--- src/hcsu_map.vh ---
// Register map, field positions, reset values and counts of the channel status block
`ifndef HCSU_MAP_VH
`define HCSU_MAP_VH
`define HCSU_OFS_STATUS 8'h00
`define HCSU_OFS_CONTROL 8'h04
`define HCSU_OFS_IRQ_EN 8'h08
`define HCSU_B_FLAG 11
`define HCSU_B_CARRIER 12
`define HCSU_B_CAR_CHG 13
`define HCSU_B_FRAME_OK 14
`define HCSU_B_IDLE 15
`define HCSU_B_ABORT 16
`define HCSU_B_CHECK 17
`define HCSU_B_NON_OCT 18
`define HCSU_B_OVERRUN 19
`define HCSU_B_BUF_OVF 20
`define HCSU_B_TX_ABORT 22
`define HCSU_B_INT_ERR 23
`define HCSU_B_RX_DONE 24
`define HCSU_B_RX_NULL 25
`define HCSU_B_RX_NOWN 26
`define HCSU_B_TX_DONE 27
`define HCSU_B_TX_NULL 28
`define HCSU_B_TX_NOWN 29
`define HCSU_B_ONE_MISS 30
`define HCSU_B_TWO_MISS 31
`define HCSU_C_RX_DMA 0
`define HCSU_C_TX_DMA 1
`define HCSU_C_RX_SKIP 2
`define HCSU_C_TX_SKIP 3
`define HCSU_C_LOOP_EN 4
`define HCSU_C_CODE_HI 6
`define HCSU_CTRL_MASK 32'h0000007f
`define HCSU_STICKY_MASK 32'hffdfe800
`define HCSU_STATUS_RST 32'h00000000
`define HCSU_CONTROL_RST 32'h00000000
`define HCSU_IRQ_EN_RST 32'h00000000
`define HCSU_FLAG_PATTERN 8'h7e
`define HCSU_IDLE_ONES 4'hf
`define HCSU_ABORT_ONES 4'h7
`endif

--- src/hcsu_status.v ---
// Upper status bits of one serial channel with their control and enable registers
`timescale 1ns/1ps
`include "hcsu_map.vh"

module hcsu_status (
   // Clock and reset
   input wire i_clk,
   input wire i_sys_rst,
   // Register port
   input wire [7:0] i_addr,
   input wire [31:0] i_wdata,
   input wire i_wr,
   input wire i_rd,
   output wire [31:0] o_rdata,
   // Line pins
   input wire i_carrier_in_n,
   input wire i_rx_link_clk,
   input wire i_rx_data,
   // Receive path events
   input wire i_rx_frame_end,
   input wire i_rx_frame_err,
   input wire i_check_fail,
   input wire i_non_octet,
   input wire i_rx_fifo_push,
   input wire i_rx_fifo_full,
   input wire i_rx_clk_unstable,
   // DMA events
   input wire i_no_rx_buffer,
   input wire i_rx_dma_frame_done,
   input wire i_rx_null_ptr,
   input wire i_rx_not_owned,
   input wire i_tx_abort_sent,
   input wire i_tx_dma_frame_done,
   input wire i_tx_null_ptr,
   input wire i_tx_not_owned,
   // Control outputs
   output wire o_receive_dma_enable,
   output wire o_transmit_dma_enable,
   output wire o_receive_stop_skip,
   output wire o_transmit_stop_skip,
   output wire o_rx_fifo_clear,
   output wire o_rx_fifo_overwrite,
   output wire o_loop_search,
   output wire o_in_frame,
   output wire o_status_irq
);

   // One-hot register select, shared by reads and writes
   function [2:0] hcsu_sel;
      input [7:0] addr;
      begin
         if (addr == `HCSU_OFS_STATUS) begin
            hcsu_sel = 3'h1;
         end else if (addr == `HCSU_OFS_CONTROL) begin
            hcsu_sel = 3'h2;
         end else if (addr == `HCSU_OFS_IRQ_EN) begin
            hcsu_sel = 3'h4;
         end else begin
            hcsu_sel = 3'h0;
         end
      end
   endfunction

   reg [31:0] status_ff;
   reg [31:0] nxt_status;
   reg [31:0] ctrl_ff;
   reg [31:0] nxt_ctrl;
   reg [31:0] ien_ff;
   reg [31:0] rdata_ff;
   reg irq_ff;
   reg abort_frame_ff;
   reg fifo_clear_ff;
   reg overwrite_ff;

   // Pin synchronisers and previous-value stages
   reg dcd_m_ff;
   reg dcd_s_ff;
   reg dcd_p_ff;
   reg lclk_m_ff;
   reg lclk_s_ff;
   reg lclk_p_ff;
   reg rxd_m_ff;
   reg rxd_s_ff;
   reg rxd_p_ff;

   // Receive bit tracking
   reg [7:0] shift_ff;
   reg [3:0] ones_ff;
   reg [3:0] nxt_ones;
   reg in_frame_ff;
   reg edge_seen_ff;
   reg missed_once_ff;
   reg search_ff;

   wire [2:0] wsel = i_wr ? hcsu_sel(i_addr) : 3'h0;
   wire [2:0] rsel = i_rd ? hcsu_sel(i_addr) : 3'h0;

   wire lclk_rise = lclk_s_ff & ~lclk_p_ff;
   wire data_edge = rxd_s_ff ^ rxd_p_ff;
   wire bit_in = rxd_s_ff;
   wire [7:0] shift_nxt = {shift_ff[6:0], bit_in};

   wire rx_skip = ctrl_ff[`HCSU_C_RX_SKIP];
   wire tx_skip = ctrl_ff[`HCSU_C_TX_SKIP];
   wire fm_mode = ctrl_ff[`HCSU_C_LOOP_EN] & ctrl_ff[`HCSU_C_CODE_HI];

   // Line events on each sampled bit; carrier change on any clock
   wire flag_hit = lclk_rise & (shift_nxt == `HCSU_FLAG_PATTERN);
   wire idle_hit = lclk_rise & bit_in & (nxt_ones == `HCSU_IDLE_ONES);
   wire abort_hit = lclk_rise & bit_in & (ones_ff == (`HCSU_ABORT_ONES - 4'h1));
   wire carrier_chg = dcd_s_ff ^ dcd_p_ff;
   wire edge_now = edge_seen_ff | data_edge;
   wire miss_hit = lclk_rise & fm_mode & ~edge_now;
   wire one_miss = miss_hit & ~missed_once_ff;
   wire two_miss = miss_hit & missed_once_ff;

   // DMA stops
   wire rx_nown = i_rx_not_owned & rx_skip;
   wire tx_nown = i_tx_not_owned & tx_skip;
   wire rx_kill = i_no_rx_buffer | i_rx_null_ptr | rx_nown;
   wire tx_kill = i_tx_abort_sent | i_tx_null_ptr | tx_nown;

   wire [31:0] clr_v = wsel[0] ? (i_wdata & `HCSU_STICKY_MASK) : 32'h00000000;
   wire [31:0] set_v;
   wire [31:0] zero_v;
   wire [31:0] irq_src;

   assign set_v[10:0] = 11'h000;
   assign set_v[`HCSU_B_FLAG] = flag_hit;
   assign set_v[`HCSU_B_CARRIER] = 1'b0;
   assign set_v[`HCSU_B_CAR_CHG] = carrier_chg;
   assign set_v[`HCSU_B_FRAME_OK] = i_rx_frame_end & ~i_rx_frame_err;
   assign set_v[`HCSU_B_IDLE] = idle_hit;
   assign set_v[`HCSU_B_ABORT] = abort_hit;
   assign set_v[`HCSU_B_CHECK] = i_check_fail;
   assign set_v[`HCSU_B_NON_OCT] = i_non_octet;
   assign set_v[`HCSU_B_OVERRUN] = i_rx_fifo_push & i_rx_fifo_full;
   assign set_v[`HCSU_B_BUF_OVF] = i_no_rx_buffer;
   assign set_v[21] = 1'b0;
   assign set_v[`HCSU_B_TX_ABORT] = i_tx_abort_sent;
   assign set_v[`HCSU_B_INT_ERR] = i_rx_clk_unstable;
   assign set_v[`HCSU_B_RX_DONE] = i_rx_dma_frame_done;
   assign set_v[`HCSU_B_RX_NULL] = i_rx_null_ptr;
   assign set_v[`HCSU_B_RX_NOWN] = rx_nown;
   assign set_v[`HCSU_B_TX_DONE] = i_tx_dma_frame_done;
   assign set_v[`HCSU_B_TX_NULL] = i_tx_null_ptr;
   assign set_v[`HCSU_B_TX_NOWN] = tx_nown;
   assign set_v[`HCSU_B_ONE_MISS] = one_miss;
   assign set_v[`HCSU_B_TWO_MISS] = two_miss;

   // Bits that must read zero in the current configuration
   assign zero_v = {~fm_mode, 1'b0, ~tx_skip, 2'h0, ~rx_skip, 26'h0000000};

   // Abort interrupt only for aborts seen inside a frame
   assign irq_src = {status_ff[31:17], abort_frame_ff, status_ff[15:13], 1'b0,
                     status_ff[11:0]} & `HCSU_STICKY_MASK;

   always @* begin
      nxt_status = (((status_ff & ~clr_v) | set_v) & `HCSU_STICKY_MASK) & ~zero_v;
      nxt_status[`HCSU_B_CARRIER] = ~dcd_s_ff;
   end

   // Hardware stops win over a simultaneous software write
   always @* begin
      nxt_ctrl = wsel[1] ? (i_wdata & `HCSU_CTRL_MASK) : ctrl_ff;
      if (rx_kill) begin
         nxt_ctrl[`HCSU_C_RX_DMA] = 1'b0;
      end
      if (tx_kill) begin
         nxt_ctrl[`HCSU_C_TX_DMA] = 1'b0;
      end
   end

   // Saturating run of received ones; a zero ends it
   always @* begin
      if (!bit_in) begin
         nxt_ones = 4'h0;
      end else if (ones_ff == `HCSU_IDLE_ONES) begin
         nxt_ones = ones_ff;
      end else begin
         nxt_ones = ones_ff + 4'h1;
      end
   end

   always @(posedge i_clk) begin
      if (i_sys_rst) begin
         dcd_m_ff <= 1'b1;
         dcd_s_ff <= 1'b1;
         dcd_p_ff <= 1'b1;
         lclk_m_ff <= 1'b0;
         lclk_s_ff <= 1'b0;
         lclk_p_ff <= 1'b0;
         rxd_m_ff <= 1'b1;
         rxd_s_ff <= 1'b1;
         rxd_p_ff <= 1'b1;
      end else begin
         dcd_m_ff <= i_carrier_in_n;
         dcd_s_ff <= dcd_m_ff;
         dcd_p_ff <= dcd_s_ff;
         lclk_m_ff <= i_rx_link_clk;
         lclk_s_ff <= lclk_m_ff;
         lclk_p_ff <= lclk_s_ff;
         rxd_m_ff <= i_rx_data;
         rxd_s_ff <= rxd_m_ff;
         rxd_p_ff <= rxd_s_ff;
      end
   end

   // Bit sampling on the rising link clock edge
   always @(posedge i_clk) begin
      if (i_sys_rst) begin
         shift_ff <= 8'h00;
         ones_ff <= 4'h0;
         in_frame_ff <= 1'b0;
      end else if (lclk_rise) begin
         shift_ff <= shift_nxt;
         ones_ff <= nxt_ones;
         if (abort_hit | idle_hit) begin
            in_frame_ff <= 1'b0;
         end else if (flag_hit) begin
            in_frame_ff <= 1'b1;
         end
      end
   end

   // Clock recovery edge watch, one attempt per link clock edge
   always @(posedge i_clk) begin
      if (i_sys_rst) begin
         edge_seen_ff <= 1'b0;
         missed_once_ff <= 1'b0;
         search_ff <= 1'b0;
      end else if (!fm_mode) begin
         edge_seen_ff <= 1'b0;
         missed_once_ff <= 1'b0;
         search_ff <= 1'b0;
      end else if (lclk_rise) begin
         edge_seen_ff <= 1'b0;
         if (edge_now) begin
            missed_once_ff <= 1'b0;
            search_ff <= 1'b0;
         end else begin
            missed_once_ff <= 1'b1;
            if (missed_once_ff) begin
               search_ff <= 1'b1;
            end
         end
      end else if (data_edge) begin
         edge_seen_ff <= 1'b1;
      end
   end

   always @(posedge i_clk) begin
      if (i_sys_rst) begin
         status_ff <= `HCSU_STATUS_RST;
         ctrl_ff <= `HCSU_CONTROL_RST;
         ien_ff <= `HCSU_IRQ_EN_RST;
      end else begin
         status_ff <= nxt_status;
         ctrl_ff <= nxt_ctrl;
         if (wsel[2]) begin
            ien_ff <= i_wdata & `HCSU_STICKY_MASK;
         end
      end
   end

   // In-frame abort memory; a new abort wins over its clear
   always @(posedge i_clk) begin
      if (i_sys_rst) begin
         abort_frame_ff <= 1'b0;
      end else if (abort_hit & in_frame_ff) begin
         abort_frame_ff <= 1'b1;
      end else if (clr_v[`HCSU_B_ABORT]) begin
         abort_frame_ff <= 1'b0;
      end
   end

   always @(posedge i_clk) begin
      if (i_sys_rst) begin
         fifo_clear_ff <= 1'b0;
         overwrite_ff <= 1'b0;
         irq_ff <= 1'b0;
      end else begin
         fifo_clear_ff <= i_rx_null_ptr;
         overwrite_ff <= i_rx_fifo_push & i_rx_fifo_full;
         irq_ff <= |(irq_src & ien_ff);
      end
   end

   // Read data stand only in the cycle after the strobe
   always @(posedge i_clk) begin
      if (i_sys_rst) begin
         rdata_ff <= 32'h00000000;
      end else if (rsel[0]) begin
         rdata_ff <= status_ff;
      end else if (rsel[1]) begin
         rdata_ff <= ctrl_ff;
      end else if (rsel[2]) begin
         rdata_ff <= ien_ff;
      end else begin
         rdata_ff <= 32'h00000000;
      end
   end

   assign o_rdata = rdata_ff;
   assign o_receive_dma_enable = ctrl_ff[`HCSU_C_RX_DMA];
   assign o_transmit_dma_enable = ctrl_ff[`HCSU_C_TX_DMA];
   assign o_receive_stop_skip = ctrl_ff[`HCSU_C_RX_SKIP];
   assign o_transmit_stop_skip = ctrl_ff[`HCSU_C_TX_SKIP];
   assign o_rx_fifo_clear = fifo_clear_ff;
   assign o_rx_fifo_overwrite = overwrite_ff;
   assign o_loop_search = search_ff;
   assign o_in_frame = in_frame_ff;
   assign o_status_irq = irq_ff;

endmodule // hcsu_status

--- config.mk ---
export PLATFORM = sky130hd
export DESIGN_NAME = hcsu_status
export DESIGN_NICKNAME = d
export VERILOG_FILES = /design/src/hcsu_status.v
export VERILOG_INCLUDE_DIRS = /design/src
export SDC_FILE = /design/constraint.sdc
export NUM_CORES = 1
export LEC_CHECK = 0
export BUFFER_PORTS_ARGS = -buffer_cell sky130_fd_sc_hd__buf_4
export CAP_MARGIN = 20
export CORE_MARGIN = 2
export CORE_UTILIZATION = 47
export DETAILED_ROUTE_END_ITERATION = 12
export PLACE_DENSITY = 0.76
export SYNTH_ARGS = -nofsm -noshare
export SYNTH_HDL_FRONTEND = slang
export SYNTH_SLANG_ARGS = --single-unit
--- constraint.sdc ---
create_clock -name i_clk -period 1.8 [get_ports i_clk]
set_input_delay 0.27 -clock i_clk [delete_from_list [all_inputs] [get_ports i_clk]]
set_output_delay 0.27 -clock i_clk [all_outputs]
set_load 0.03 [all_outputs]
## After elaboration in Yosys (flattened, before gate mapping)

Cells that the tools add are included.

- Bits in registers: 118
- Bits in latches: 0
- RAM bits: 0
- Bits in read-only memories: 0
- Input port bits: 62
- Logic and storage cells: 98
- Memories: 0

- $add $sub $neg: 1
- $mul: 0
- Divide/modulo/power cells: 0
- Order comparisons: 0
- Eq/ne operators: 6
- Shifts and indexed selects: 0
- Multiplexer cells: 18
- Bitwise logic cells: 37
- Reduce and logical (&&, ||, !) cells: 11

Operators with widths:

| operator | number |
|---|---|
| $mux 32 | 4 |
| $and 32x32->32 | 3 |
| $not 32->32 | 2 |
| $or 32x32->32 | 1 |
| $reduce_or 32->1 | 1 |
| $and 1x1->1 | 15 |
| $mux 3 | 5 |
| $eq 4x4->1 const B | 2 |
| $eq 8x3->1 const B | 1 |
| $eq 8x4->1 const B | 1 |
| $eq 8x7->1 const B | 1 |
| $logic_not 8->1 | 1 |
| $mux 4 | 2 |
| $not 1->1 | 8 |
| $mux 1 | 7 |
| $or 1x1->1 | 6 |
| $reduce_bool 2->1 | 3 |
| $reduce_or 2->1 | 3 |
| $add 4x1->4 const B | 1 |
| $eq 4x3->1 const B | 1 |
| $reduce_and 2->1 | 2 |
| $reduce_or 3->1 | 1 |
| $xor 1x1->1 | 2 |

## Depth between registers and ports, before layout

- Depth after elaboration: 10
- Mapped depth: 7
- Gate-level depth less buffers: 6

## Worst setup path before layout

Ideal clock, no wire load.

- Kind: input -> register
- Start: in i_addr[1]
- End: reg ien_ff[18]
- Library setup time: 0.132 ns
- Data arrival time: 1.591 ns
- Required time: 1.668 ns
- Path slack: 0.076 ns
- Stages: 6
- Cell sequence: or4_4 -> or3_1 -> buf_6 -> buf_6 -> nand2_1 -> a21oi_1

- Word-level cells in the longest chain between the ends: 5
- Elaborated cells on any way between the ends: 7
- Those cells by class: 2 x eq/ne; 4 x mux; 1 x reduce/logical

RTL lines:

| item | RTL line | source |
|---|---|---|
| start: declaration | hcsu_status.v:10 | `input wire [7:0] i_addr,` |
| $eq 8x4->1 (no line) | n/a |  |
| $mux 3 | hcsu_status.v:56 | `` end else if (addr == `HCSU_OFS_IRQ_EN) begin `` |
| $mux 3 | hcsu_status.v:54 | `` end else if (addr == `HCSU_OFS_CONTROL) begin `` |
| $mux 3 (*) | hcsu_status.v:52 | `` if (addr == `HCSU_OFS_STATUS) begin `` |
| $mux 3 (*) | hcsu_status.v:95 | `wire [2:0] wsel = i_wr ? hcsu_sel(i_addr) : 3'h0;` |
| end signal: assignment | hcsu_status.v:256 | `` ien_ff <= `HCSU_IRQ_EN_RST; `` |
| end signal: assignment | hcsu_status.v:261 | `` ien_ff <= i_wdata & `HCSU_STICKY_MASK; `` |
| end: declaration | hcsu_status.v:68 | `reg [31:0] ien_ff;` |

Mark *: on every way between the ends. The rest lies on a longest branch, timed or not.
A chain may end at the register's enable or synchronous reset.

## Worst setup path in the final report

- Start: reg ones_ff[0]
- End: reg in_frame_ff (netlist: o_in_frame)

- Word-level cells in the longest chain between the ends: 8
- Elaborated cells on any way between the ends: 12
- Those cells by class: 1 x add/sub; 3 x eq/ne; 3 x mux; 3 x bitwise; 2 x reduce/logical

RTL lines:

| item | RTL line | source |
|---|---|---|
| start: declaration | hcsu_status.v:88 | `reg [3:0] ones_ff;` |
| start signal: assignment | hcsu_status.v:217 | `ones_ff <= nxt_ones;` |
| $add 4x1->4 / $eq 4x4->1 (equally long branches) | n/a |  |
| $mux 4 | hcsu_status.v:178 | `` end else if (ones_ff == `HCSU_IDLE_ONES) begin `` |
| $mux 4 | hcsu_status.v:176 | `if (!bit_in) begin` |
| $eq 4x4->1 (no line) | n/a |  |
| $and 1x1->1 | hcsu_status.v:109 | `` wire idle_hit = lclk_rise & bit_in & (nxt_ones == `HCSU_IDLE_ONES); `` |
| $or 1x1->1 (*) | hcsu_status.v:218 | `if (abort_hit \| idle_hit) begin` |
| $reduce_bool 2->1 (no line) | n/a |  |
| $reduce_and 2->1 (no line) | n/a |  |
| end signal: assignment | hcsu_status.v:214 | `in_frame_ff <= 1'b0;` |
| end signal: assignment | hcsu_status.v:219 | `in_frame_ff <= 1'b0;` |
| end signal: assignment | hcsu_status.v:221 | `in_frame_ff <= 1'b1;` |
| end: declaration | hcsu_status.v:90 | `reg in_frame_ff;` |

Marks and branches as above.

==> results by group <==
Status
  – Outcome: finished, final reports clean

Setup path
  – CP startpoint kind: register
  – Origin of the critical flop-to-flop path: ones_ff[0]
  – Critical path's slowest cell: dfxtp_2
  – CP Launch Point: ones_ff[0]
  – CP Buf/Inv Count: 1
  – CP Cell Sequence: inv_1, ha_1, a211oi_1, a41oi_1, or3_1, o2111a_1
  – Kind of cell adding the most delay to the critical path: compound AO/OA/AOI/OAI gates
  – Worst EP required: slightly above 2 ns
  – Arr. time, crit path: roughly 1.9 ns
  – CP endpoint kind: register
  – Crit Path Max Fanout: 8
  – Critical Path Max Stage Delay: 0.41 ns
  – Setup CP Type: register to register

Routing
  – Via count: 3248
  – DR pass1 iterations: 4
  – Post-DR vias/cell: between 5 and 6
  – Average wire per standard cell: 14.45 um
  – Total routed wirelength: around 8.9 mm
  – DRC viols: 0
  – DRT iter0 DRCs: between 150 and 200
  – ANT nets after route: 0

Clock tree
  – Post-CTS setup buffers: 0
  – Hold Buf Count CTS: 0
  – CTS resizes: 0
  – Num CTS Buffers: 9
  – Clock Path Buffers: 2
  – Clock net sink count: ~100
  – Worst skew pair latency: roughly 0.36 ns
  – Depth of the CTS H-tree: 3
  – CTS tree: built
  – CTS Root Cell: clkbuf_8
  – Clk pin slew, worst setup/hold paths: 0.09 ns

Global route
  – Total GRT Usage: a little over 20%
  – GRT Residual Overflow: 0
  – Vias in the first global route: ~3000
  – Initial antenna violation count: 0
  – Largest net degree at the start of global routing: 29
  – First-pass GRT wire length: about 14 mm

Timing
  – Final Slew Violations: 0
  – Final worst-path cycle share: just over 90%
  – Worst Tran Pin Value: roughly 0.7 ns
  – Fmax: around 600 MHz
  – # setup viols final: 0
  – Max_slew headroom: roughly 52%
  – Final count of hold timing violations: 0
  – Min Hold Slack: between 0.09 and 0.1 ns
  – Min cycle time layout: between 1.5 and 2 ns
  – RSZ-0062 raised after global routing: false
  – Fin Clk Skew: between 0.009 and 0.01 ns

Place
  – PortBufs: between 90 and 100
  – DP Cell Count: approximately 600
  – Placer Congestion: between 0.8 and 0.9
  – Hpwl dp: around 6.6 mm

Synthesis
  – Synth warn: 0
  – Yosys top cell by area: dfxtp_1
  – Ys flop type: dfxtp_1
  – Register area share after synthesis: between 50% and 60%
  – Post-synthesis cell type count: 44
  – Ys async rst share: 0%
  – Syn Std Cell Area: 3786 um2
  – Gate Count Post-Synth: about 420
  – Synth area leaders: dfxtp_1 53%, mux2i_1 6.3%, nand2_1 6.2%
  – Flops & latches, synth: around 100
  – Post-synth EDFFs: 0
  – Yosys top cell area share: a little over half
  – Post-Syn Area per Cell: a little over 9 um2

Floorplan
  – Die Span Y: about 94 um
  – Die extent in x: roughly 94 um
  – Die area: between 8000 and 9000 um2
  – Core area: approximately 7800 um2
  – Initial Util: between 40% and 50%
  – FP Rows: 32
  – I/O Pins: roughly 100

Hold path
  – HP Start: i_carrier_in_n
  – Hold Crit Class: input port to register

Job
  – Max Cap Viol: 0

Cells and area
  – Layout area overhead: 27.56%
  – Nets@finish: about 580
  – Most frequent cells in the layout: 103 x buf_4, 100 x dfxtp_1, 63 x nand2_1, 40 x nor2_1, 40 x a21oi_1
  – Layout filler cell count: 681
  – Layout cell share with drive strength beyond 1: ~26%
  – Most common cell after layout, fill and taps aside: buf_4
  – N_diodes: 0
  – Post-Layout Cell Count: between 600 and 700

Pwr
  – Total chip power: 3.998 mW
  – Leak: between 2 and 2.5 nW
  – PD cells: 827.8 nW/um2
  – Worst-case vdd ir drop: between 0.4 and 0.5 mV
## report_power, final
part	total [mW]	switching [mW]	internal (mW)
Combinational	0.275	0.138	0.137
Clock	1.43	0.778	0.653
Sequential	2.29	0.0249	2.27
Total	4.00	0.941	3.06
## synthesized netlist by cell type (2+ instances only)
library cell and instances:
a311oi_1 12, o211a_1 2, nand3_1 6, buf_4 6, nand2b_1 3, a41oi_1 2
or2_2 6, nand4b_1 2, buf_6 2, and2_1 7, clkbuf_1 15, ha_1 2
nor2b_1 5, nor3_1 7, nand2_1 63, a21boi_0 2, nand4_1 3, a22oi_1 8
o21ai_0 11, nor2_1 40, nand3b_1 2, a2111oi_0 2, a211oi_1 2, inv_1 19
dfxtp_1 101, a21oi_1 40, and3_1 2, mux2i_1 24, or3_1 4
## final timing paths
kind | endpoint | slack, ns | depth (start not counted)
worst max-delay path | o_in_frame | 0.12 | 6
worst min-delay path | dcd_m_ff | 0.09 | 2
worst max register to register | o_in_frame | 0.12 | 6
worst min register to register | bit_in | 0.42 | 1
## routing by layer
layer,GRT usage (%),vias to the layer above,part of all wire [%]
li1,-,1604,-
met1,25.51,1538,43
met2,34.52,90,49
met3,3.612,16,5.2
met4,8.092,0,2.1
met5,0,-,0
## cell families after synthesis
family | after synthesis | share of synthesized area (%)
AO/OA/AOI/OAI | 84 | 14.14
adder cells (fa/ha/maj) | 2 | 0.6608
other | 1 | 0.09905
flip-flops | 101 | 53.40
AND/OR/NAND/NOR | 157 | 19.50
XOR/XNOR | 2 | 0.4627
multiplexers | 24 | 6.345
buffers and inverters | 44 | 5.386
## area by class of cell
class	instances	area [um2]	share of cell area [%]
Timing Repair Buffer	106	833.3	17.25
Inverter	19	71.32	1.477
Sequential cell	101	2023	41.89
Tap cell	102	127.6	2.642
Clock inverter	6	71.32	1.477
Clock buffer	10	127.6	2.642
Multi-Input combinational cell	274	1575	32.62
## stage by stage
| step | setup slack [ns] | area, um2 | setup TNS (ns) | utilization (%) |
|---|---|---|---|---|
| after floorplan | 0.07632 | 3801 | 0 | - |
| after global placement | -0.1071 | 4629 | -1.153 | 59.60 |
| after detailed placement | -0.1355 | 4629 | -1.624 | 59.60 |
| after CTS | 0.04797 | 4828 | 0 | 62.16 |
| after global routing | 0.06046 | 4830 | 0 | 62.18 |
| final | 0.1185 | 4830 | 0 | 62.18 |
## sequential cells by signal, summed over array words and instances (netlist names), 4 cells and up
register / count
ones_ff: 4
status_ff: 20
o_rdata: 27
ien_ff: 19
shift_ff: 7
ctrl_ff: 7
(Power assumes the default switching activity.)
